File: src/hw/oers_defines.vh
// register map, field layout, codes and timing constants of the event-routing channel
`ifndef OERS_DEFINES_VH
`define OERS_DEFINES_VH

// register byte offsets
`define OERS_OFS_CTRL 8'h00
`define OERS_OFS_SRC 8'h04
`define OERS_OFS_RSP 8'h08
`define OERS_OFS_ACK 8'h0C
`define OERS_OFS_STATUS 8'h10
`define OERS_OFS_INT_STATUS 8'h14
`define OERS_OFS_INT_CLEAR 8'h18
`define OERS_OFS_INT_ENABLE 8'h1C

// control register fields
`define OERS_CTRL_FUNC_LSB 0
`define OERS_CTRL_FUNC_MSB 2
`define OERS_CTRL_POL_BIT 4
`define OERS_CTRL_DIN_LSB 8
`define OERS_CTRL_DIN_MSB 10
`define OERS_ACK_BIT 0

// reset values
`define OERS_RST_FUNC 3'h1
`define OERS_RST_POL 1'h0
`define OERS_RST_DIN 3'h0
`define OERS_RST_SRC 16'h0000
`define OERS_RST_RSP 16'h0000
`define OERS_RST_INT_ENABLE 3'h0

// channel function codes
`define OERS_FUNC_NONE 3'h0
`define OERS_FUNC_DOUT 3'h1
`define OERS_FUNC_HEAT 3'h2
`define OERS_FUNC_COOL 3'h3
`define OERS_FUNC_DIN 3'h4

// digital input function codes
`define OERS_DIN_NONE 3'h0
`define OERS_DIN_ACK 3'h1
`define OERS_DIN_RSP_SEL 3'h4

// event source codes, code 0 is none
`define OERS_SRC_W 4
`define OERS_SRC_RFAIL 4'hA
`define OERS_SRC_PFAIL 4'hB

// interrupt status bits
`define OERS_INT_W 3
`define OERS_INT_RFAIL_SET 0
`define OERS_INT_RFAIL_CLR 1
`define OERS_INT_DIN_ACT 2

// remote setpoint watchdog timing
`define OERS_RSP_TIMEOUT_SEC 5
`define OERS_CLK_HZ 100000000

`endif

File: src/hw/oers_channel.v
// configurable i/o channel: event routing, polarity, power-fail latch, remote setpoint watchdog
// Function
// set remote comms fail flag after five seconds without remote setpoint writes
// clear remote comms fail flag as soon as remote setpoint writes resume
// input assigned remote setpoint select makes remote setpoint used while active
// normal polarity energises relay at full control demand
// inverted polarity energises relay at zero control demand
// configurer should choose normal polarity for heat or cool outputs
// configurer should choose inverted polarity for alarm outputs
// input mode: normal acts on closed contact, inverted on open contact
// four event selectors only take effect in discrete output function
// discrete output operates when any selected event is true
// power-fail event operates discrete output after power is restored
// alarm acknowledge clears power-fail condition, no alarm message raised
// selector at none contributes no event to the or
// polarity inversion applied after the or of event sources
// power-fail latched from power-up until acknowledge, then clear
//
// Chosen here: the APB register port and the placing of the registers.
`include "oers_defines.vh"

module oers_channel #(
	parameter CNT_W = 29,
	parameter TIMEOUT_CYCLES = `OERS_RSP_TIMEOUT_SEC * `OERS_CLK_HZ,
	parameter RSP_W = 16
) (
	// clock and reset
	input wire pclk,
	input wire presetn,
	// apb slave
	input wire psel,
	input wire penable,
	input wire pwrite,
	input wire [7:0] paddr,
	input wire [31:0] pwdata,
	output reg pready,
	output reg [31:0] prdata,
	output reg pslverr,
	// event sources from the controller core
	input wire alarm_one_event,
	input wire alarm_two_event,
	input wire alarm_three_event,
	input wire alarm_four_event,
	input wire loop_break_alarm,
	input wire sensor_break_alarm,
	input wire timer_end_status,
	input wire timer_run_status,
	input wire manual_status,
	input wire programmer_event,
	// control loop demand, high while demand is full scale
	input wire control_demand_on,
	// contact pin, high when the external contact is closed
	input wire contact_closed,
	// channel outputs
	output reg relay_drive,
	output reg remote_setpoint_select,
	output reg [RSP_W-1:0] remote_setpoint_value,
	output reg remote_comms_fail_flag,
	output reg power_fail_latched,
	output reg irq
);

	// configuration registers
	reg [2:0] channel_function;
	reg channel_polarity;
	reg [2:0] din_function;
	reg [`OERS_SRC_W*4-1:0] src_sel;
	reg [`OERS_INT_W-1:0] int_enable;
	reg [`OERS_INT_W-1:0] int_status;

	// apb phase decode, access completes on the cycle pready is high
	wire apb_access = psel & penable;
	wire apb_done = apb_access & pready;
	wire apb_wr = apb_done & pwrite;

	// address decode, one aligned word per register
	reg addr_ok;
	always @* begin
		addr_ok = 1'b0;
		case (paddr)
			`OERS_OFS_CTRL, `OERS_OFS_SRC, `OERS_OFS_RSP, `OERS_OFS_ACK: begin
				addr_ok = 1'b1;
			end
			`OERS_OFS_STATUS, `OERS_OFS_INT_STATUS: begin
				addr_ok = 1'b1;
			end
			`OERS_OFS_INT_CLEAR, `OERS_OFS_INT_ENABLE: begin
				addr_ok = 1'b1;
			end
			default: begin
				addr_ok = 1'b0;
			end
		endcase
	end

	// register write strobes
	wire wr_ctrl = apb_wr && (paddr == `OERS_OFS_CTRL);
	wire wr_src = apb_wr && (paddr == `OERS_OFS_SRC);
	wire wr_rsp = apb_wr && (paddr == `OERS_OFS_RSP);
	wire wr_ack = apb_wr && (paddr == `OERS_OFS_ACK) && pwdata[`OERS_ACK_BIT];
	wire wr_iclr = apb_wr && (paddr == `OERS_OFS_INT_CLEAR);
	wire wr_ien = apb_wr && (paddr == `OERS_OFS_INT_ENABLE);

	// contact synchroniser, three stages
	reg din_s1;
	reg din_s2;
	reg din_s3;
	reg din_closed;

	// internal state
	wire rsp_fail;
	reg rsp_fail_d;
	reg din_active;
	reg din_active_d;
	reg event_or;

	// one wait state: pready rises in the second access cycle
	always @(posedge pclk or negedge presetn) begin
		if (!presetn) begin
			pready <= 1'b0;
		end else begin
			pready <= apb_access & ~pready;
		end
	end

	// error answer, high only in the cycle that pready is high
	always @(posedge pclk or negedge presetn) begin
		if (!presetn) begin
			pslverr <= 1'b0;
		end else if (apb_access & ~pready) begin
			pslverr <= ~addr_ok;
		end else begin
			pslverr <= 1'b0;
		end
	end

	// read data, prepared together with pready
	always @(posedge pclk or negedge presetn) begin
		if (!presetn) begin
			prdata <= 32'h00000000;
		end else if (apb_access & ~pready) begin
			prdata <= 32'h00000000;
			if (!pwrite) begin
				case (paddr)
					`OERS_OFS_CTRL: begin
						prdata[`OERS_CTRL_FUNC_MSB:`OERS_CTRL_FUNC_LSB] <= channel_function;
						prdata[`OERS_CTRL_POL_BIT] <= channel_polarity;
						prdata[`OERS_CTRL_DIN_MSB:`OERS_CTRL_DIN_LSB] <= din_function;
					end
					`OERS_OFS_SRC: begin
						prdata[`OERS_SRC_W*4-1:0] <= src_sel;
					end
					`OERS_OFS_RSP: begin
						prdata[RSP_W-1:0] <= remote_setpoint_value;
					end
					`OERS_OFS_STATUS: begin
						prdata[5:0] <= {event_or, remote_setpoint_select, din_active,
							power_fail_latched, remote_comms_fail_flag, relay_drive};
					end
					`OERS_OFS_INT_STATUS: begin
						prdata[`OERS_INT_W-1:0] <= int_status;
					end
					`OERS_OFS_INT_ENABLE: begin
						prdata[`OERS_INT_W-1:0] <= int_enable;
					end
					default: begin
						prdata <= 32'h00000000;
					end
				endcase
			end
		end
	end

	// configuration register writes
	always @(posedge pclk or negedge presetn) begin
		if (!presetn) begin
			channel_function <= `OERS_RST_FUNC;
			channel_polarity <= `OERS_RST_POL;
			din_function <= `OERS_RST_DIN;
			src_sel <= `OERS_RST_SRC;
			int_enable <= `OERS_RST_INT_ENABLE;
		end else begin
			if (wr_ctrl) begin
				channel_function <= pwdata[`OERS_CTRL_FUNC_MSB:`OERS_CTRL_FUNC_LSB];
				channel_polarity <= pwdata[`OERS_CTRL_POL_BIT];
				din_function <= pwdata[`OERS_CTRL_DIN_MSB:`OERS_CTRL_DIN_LSB];
			end
			if (wr_src) begin
				src_sel <= pwdata[`OERS_SRC_W*4-1:0];
			end
			if (wr_ien) begin
				int_enable <= pwdata[`OERS_INT_W-1:0];
			end
		end
	end

	// remote setpoint value, each write also feeds the watchdog
	always @(posedge pclk or negedge presetn) begin
		if (!presetn) begin
			remote_setpoint_value <= `OERS_RST_RSP;
		end else if (wr_rsp) begin
			remote_setpoint_value <= pwdata[RSP_W-1:0];
		end
	end

	// idle timer on remote setpoint writes
	oers_rsp_watchdog #(
		.CNT_W(CNT_W),
		.TIMEOUT_CYCLES(TIMEOUT_CYCLES)
	) oers_rsp_watchdog_inst (
		.pclk(pclk),
		.presetn(presetn),
		.kick(wr_rsp),
		.fail(rsp_fail)
	);

	// contact pin synchroniser; a change counts once stages two and three agree
	always @(posedge pclk or negedge presetn) begin
		if (!presetn) begin
			din_s1 <= 1'b0;
			din_s2 <= 1'b0;
			din_s3 <= 1'b0;
			din_closed <= 1'b0;
		end else begin
			din_s1 <= contact_closed;
			din_s2 <= din_s1;
			din_s3 <= din_s2;
			if (din_s2 == din_s3) begin
				din_closed <= din_s3;
			end
		end
	end

	// input meaning: closed under normal, open under inverted
	wire din_mode = (channel_function == `OERS_FUNC_DIN);
	wire din_level = din_mode & (din_closed ^ channel_polarity);
	wire din_ack_edge = din_level & ~din_active & (din_function == `OERS_DIN_ACK);

	// acknowledge from software or from the input's alarm acknowledge function
	wire ack = wr_ack | din_ack_edge;

	// event vector indexed by source code; code 0 stays low
	wire [15:0] events;
	assign events[0] = 1'b0;
	assign events[1] = alarm_one_event;
	assign events[2] = alarm_two_event;
	assign events[3] = alarm_three_event;
	assign events[4] = alarm_four_event;
	assign events[5] = loop_break_alarm;
	assign events[6] = sensor_break_alarm;
	assign events[7] = timer_end_status;
	assign events[8] = timer_run_status;
	assign events[9] = manual_status;
	assign events[`OERS_SRC_RFAIL] = remote_comms_fail_flag;
	assign events[`OERS_SRC_PFAIL] = power_fail_latched;
	assign events[12] = programmer_event;
	assign events[15:13] = 3'h0; // unused codes behave as none

	// one event per selector
	wire [3:0] sel_hit;
	genvar gi;
	generate
		for (gi = 0; gi < 4; gi = gi + 1) begin : g_sel
			wire [`OERS_SRC_W-1:0] code = src_sel[gi*`OERS_SRC_W +: `OERS_SRC_W];
			assign sel_hit[gi] = events[code];
		end
	endgenerate

	// or of all four selectors, only in discrete output function
	wire dout_mode = (channel_function == `OERS_FUNC_DOUT);
	wire next_event_or = dout_mode & (|sel_hit);

	// heating or cooling output follows the demand
	wire ctl_mode = (channel_function == `OERS_FUNC_HEAT) ||
		(channel_function == `OERS_FUNC_COOL);

	// final pin drive, polarity applied after the or
	reg next_relay_drive;
	always @* begin
		next_relay_drive = 1'b0;
		if (dout_mode) begin
			next_relay_drive = next_event_or ^ channel_polarity;
		end else if (ctl_mode) begin
			next_relay_drive = control_demand_on ^ channel_polarity;
		end
	end

	// relay drive and event or registers
	always @(posedge pclk or negedge presetn) begin
		if (!presetn) begin
			relay_drive <= 1'b0;
			event_or <= 1'b0;
		end else begin
			relay_drive <= next_relay_drive;
			event_or <= next_event_or;
		end
	end

	// input, select and flag registers
	always @(posedge pclk or negedge presetn) begin
		if (!presetn) begin
			din_active <= 1'b0;
			din_active_d <= 1'b0;
			remote_setpoint_select <= 1'b0;
			remote_comms_fail_flag <= 1'b0;
			rsp_fail_d <= 1'b0;
		end else begin
			din_active <= din_level;
			din_active_d <= din_active;
			remote_setpoint_select <= din_level && (din_function == `OERS_DIN_RSP_SEL);
			remote_comms_fail_flag <= rsp_fail;
			rsp_fail_d <= remote_comms_fail_flag;
		end
	end

	// power-fail latch: set by power-up reset, cleared only by acknowledge
	always @(posedge pclk or negedge presetn) begin
		if (!presetn) begin
			power_fail_latched <= 1'b1;
		end else if (ack) begin
			power_fail_latched <= 1'b0;
		end
	end

	// interrupt events; power-fail deliberately raises none
	wire [`OERS_INT_W-1:0] int_set;
	assign int_set[`OERS_INT_RFAIL_SET] = remote_comms_fail_flag & ~rsp_fail_d;
	assign int_set[`OERS_INT_RFAIL_CLR] = ~remote_comms_fail_flag & rsp_fail_d;
	assign int_set[`OERS_INT_DIN_ACT] = din_active & ~din_active_d;

	// sticky status, a new event wins over a clear in the same cycle
	wire [`OERS_INT_W-1:0] int_clr = wr_iclr ? pwdata[`OERS_INT_W-1:0] : {`OERS_INT_W{1'b0}};
	wire [`OERS_INT_W-1:0] next_int_status = (int_status & ~int_clr) | int_set;
	always @(posedge pclk or negedge presetn) begin
		if (!presetn) begin
			int_status <= {`OERS_INT_W{1'b0}};
		end else begin
			int_status <= next_int_status;
		end
	end

	// level interrupt, high while an enabled status bit is set
	always @(posedge pclk or negedge presetn) begin
		if (!presetn) begin
			irq <= 1'b0;
		end else begin
			irq <= |(next_int_status & int_enable);
		end
	end

endmodule // oers_channel

File: src/hw/oers_rsp_watchdog.v
// remote setpoint write watchdog raising the comms-fail flag
module oers_rsp_watchdog #(
	parameter CNT_W = 29,
	parameter TIMEOUT_CYCLES = 500000000
) (
	// clock and reset
	input wire pclk,
	input wire presetn,
	// write seen and flag
	input wire kick,
	output reg fail
);

	localparam [CNT_W-1:0] LAST = TIMEOUT_CYCLES - 1;

	reg [CNT_W-1:0] count;

	// count idle cycles, restart on every remote setpoint write
	always @(posedge pclk or negedge presetn) begin
		if (!presetn) begin
			count <= {CNT_W{1'b0}};
			fail <= 1'b0;
		end else if (kick) begin
			count <= {CNT_W{1'b0}};
			fail <= 1'b0;
		end else if (count == LAST) begin
			fail <= 1'b1;
		end else begin
			count <= count + 1'b1;
		end
	end

endmodule // oers_rsp_watchdog

File: config.mk
export PLATFORM = sky130hd
export DESIGN_NAME = oers_channel
export DESIGN_NICKNAME = d
export VERILOG_FILES = /design/src/hw/oers_channel.v /design/src/hw/oers_rsp_watchdog.v
export VERILOG_INCLUDE_DIRS = /design/src /design/src/hw
export SDC_FILE = /design/constraint.sdc
export NUM_CORES = 1
export LEC_CHECK = 0
export BUFFER_PORTS_ARGS = -buffer_cell sky130_fd_sc_hd__buf_2
export CAP_MARGIN = 20
export CORE_ASPECT_RATIO = 0.8
export CORE_MARGIN = 8
export CORE_UTILIZATION = 35
export CTS_BUF_LIST = sky130_fd_sc_hd__clkbuf_8
export DETAILED_ROUTE_END_ITERATION = 10
export SKIP_LAST_GASP = 1
export SYNTH_ARGS = -nofsm -noshare
export SYNTH_HDL_FRONTEND = slang
export SYNTH_HIERARCHICAL = 1
export SYNTH_SLANG_ARGS = --single-unit
export TNS_END_PERCENT = 20
File: constraint.sdc
create_clock -name pclk -period 1.82 [get_ports pclk]
set_input_delay 0.091 -clock pclk [delete_from_list [all_inputs] [get_ports pclk]]
set_output_delay 0.091 -clock pclk [all_outputs]
set_load 0.005 [all_outputs]
==> results.py <==
metrics = {
    "die": {
        "start_util_pct": 35.2,
        "rows": 41,
        "die_w_um": 156,
        "core_area_um2": 15500,
        "chipHeight_um": 128,
        "die_area_um2": 19900,
        "num_io_pins": 112,
    },
    "logic_synthesis": {
        "syn_area_um2": 5470,
        "ys.flop_type": "dfrtp_1",
        "syn_area_per_cell_um2": 10.4,
        "async_flop_share_pct": 100,
        "yosys.area.top_type": "dfrtp_1",
        "netlist_instances": 525,
        "synth_cell_types": 64,
        "postSynthRegisterBits": 106,
        "yosys_warnings": 6,
        "ys_seq_area_share_pct": 48.6,
        "synth_top_cell_area_share_pct": 47.6,
        "synth_edf_count": 0,
        "ys_top_cells_by_area": "dfrtp_1 (48%), nand2_1 (5.8%), mux2_2 (3.9%)",
    },
    "timing": {
        "fin_hold_ws_ns": 0.0570,
        "setup_ws_ns": -0.0658,
        "worstMarginPinSlew_ns": 0.505,
        "final.setup.tns_ns": -0.104,
        "hold_viol": 0,
        "drv_slew": 0,
        "relSlewSlack_pct": 66.3,
        "grt_setup_unrepaired": "true",
        "setup_viol": 3,
        "fmax_mhz": 530,
        "finalCritPeriodShare_pct": 104,
        "post-route-min-period_ns": 1.89,
        "finalClockSkew_ns": 0.00851,
    },
    "worst_setup_path": {
        "slowest_stage": "mux4_2",
        "cp-start-kind": "flop",
        "critical-path-top-delay-family": "multiplexers",
        "crit_arrival_ns": 2.16,
        "critical-path-max-stage-delay_ns": 0.50,
        "crit_type": "flop to flop",
        "required_ns": 2.09,
        "cp_max_fo": 6,
        "setup.worst_path.end_class": "flop",
        "path_cells": "mux4_2 > nor2_1 > o32ai_2 > nor3_2 > mux2i_1 > a21oi_1",
        "critPathBufInv": 0,
    },
    "routing": {
        "vias": 4543,
        "firstDrtPassIters": 5,
        "viasPerCell": 5.16,
        "drc": 0,
        "ant_nets": 0,
        "routed_wl_um": 15500,
        "routedWlPerCell_um": 17.6,
        "drtIter0Drc": 243,
    },
    "global_route": {
        "grt_pass1_wl_um": 25100,
        "overflow": 0,
        "first_global_vias": 4593,
        "antenna_found_initial": 0,
        "grtUsageTotal_pct": 16.0,
        "grt_max_degree": 39,
    },
    "run_status": {
        "violations": "setup timing",
        "outcome": "finished, violations left",
    },
    "placed_design": {
        "hpwl_um": 11300,
        "dp.cells": 840,
        "numPortBuffers": 79,
        "place_congestion": 0.896,
    },
    "cells_and_area": {
        "diodes": 0,
        "nNetsFinal": 718,
        "synthToLayoutAreaGrowth_pct": 25.1,
        "final_cells": 880,
        "drive_above_1_share_pct": 32.9,
        "final_util_pct": 44.0,
    },
    "min_path": {
        "hp-class": "input pin to flop",
    },
    "clock_tree": {
        "clock_path_buffers": 2,
        "cts_tree": "yes",
        "insertion_delay_ns": 0.38,
        "cts.sinks": 106,
        "cts_buffers": 9,
        "h-tree-depth": 3,
        "cts-root-buf": "clkbuf_8",
        "path_clk_slew_ns": 0.10,
    },
    "pwr": {
        "irDropWorstVdd_mv": 0.320,
        "powerDensity_nw_per_um2": 643,
        "p_leak_nw": 3.32,
    },
    "job": {
        "cap_violations": 0,
    },
}
## layout make-up
type / instances / area, um^2
flip-flops and latches: 106 / 2660
well taps: 215 / 269
repair buffers: 146 / 1000
clock inverters: 7 / 70.1
multi-input cells: 380 / 2640
inverters: 17 / 68.8
fillers: 1498 / 8710
clock buffers: 9 / 124
## worst register-to-register path, cell delays in order (launching register included)
cell	delay, ns
dfrtp_2	0.44
mux4_2	0.50
nor2_1	0.14
o32ai_2	0.11
nor3_2	0.23
mux2i_1	0.25
a21oi_1	0.09
## cells by family (layout without fill, tap and decap cells)
kind of cell               after synthesis  after routing  share of synthesized area [%]
and+or+nand+nor                        212            212                           20.6
DFF                                    106            106                           48.6
AOI/OAI and AO/OA                       88             88                           11.6
buffers and inverters                   54            179                           5.68
muxes                                   38             38                           9.23
xor gates and xnor gates                24             24                           3.85
adders and majority gates                2              2                          0.412
other                                    1             16                         0.0686
## layout by cell type (no fill, tap or decap), types with 5 or more instances in the layout
cell type       n
a21o_1          5
a21oi_1        11
a221o_1         6
a222oi_1        6
a22oi_1        10
buf_2          78
buf_4          45
clkbuf_8        9
conb_1         16
dfrtp_1        97
dfrtp_2         7
dlygate4sd3_1  18
inv_1          18
mux2_2         19
mux2_4         10
mux2i_1         5
nand2_1        84
nand3_1        11
nand4_1        16
nor2_1         45
nor3_1          5
o21ai_0        17
or3_1           5
xnor2_1         7
xor2_1         17
## state kept, by name, indices dropped and copies added, names as in the netlist, 3 cells and up
signal,flops
remote_setpoint_value,16
din_function,3
prdata,16
int_status,3
src_sel,16
oers_rsp_watchdog_inst/count,29
int_enable,3
channel_function,3
## power breakdown
part	switching [W]	total, W	leakage (nW)	internal [W]
clock network	0.000851	0.00149	0.0989	0.000637
logic	0.000203	0.000369	1.81	0.000166
registers	0.000107	0.00254	1.41	0.00243
## per-layer routing
layer,global-route usage [%],share of wire (%)
met3,4.21,8.0
met1,22.7,48
met2,23.5,43
met4,4.27,0.97
met5,0,0
## cell usage after synthesis, drive strengths merged (3+ instances only)
cell,count
dfrtp,104
nand2,84
nor2,47
buf,32
mux2,29
o21ai,20
inv,17
nand4,17
xor2,17
a21oi,12
nor3,12
nand3,11
a22oi,10
or3,7
xnor2,7
a221o,6
a221oi,6
a222oi,6
a21o,5
clkbuf,5
mux2i,5
nor4bb,5
a31oi,4
and4,4
mux4,4
nand2b,4
nor4,4
a22o,3
nor2b,3
o2111ai,3
or2,3
## repair_timing
item,in CTS,in global routing
hold buffers,18,0
pin swaps,3,6
hold endpoints to repair,67,0
resized for setup,10,18
buffers inserted,2,6
setup endpoints to repair,1,10
## final timing paths
kind | from | end | slack, ns | depth (start not counted)
setup / recovery | src_sel[0] | relay_drive | -0.07 | 6
min in group asynchronous | presetn | remote_setpoint_value[3] | 0.22 | 2
setup reg to reg | src_sel[0] | relay_drive | -0.07 | 6
hold / removal | paddr[6] | pslverr | 0.06 | 3
hold reg to reg | din_s1 | din_s2 | 0.36 | 0
max in group asynchronous | presetn | oers_rsp_watchdog_inst/count[9] | 0.98 | 3
## metrics by stage
step	setup WS (ns)	total power, W	area, um^2
floorplan	-0.0314	0.00273	5530
global placement	-0.0525	0.00288	6320
detailed placement	-0.0949	0.00290	6320
CTS	-0.0355	0.00442	6730
global route	-0.130	0.00458	6840
finish	-0.0658	0.00440	6840
No activity file was read; power rests on OpenSTA's default activity.
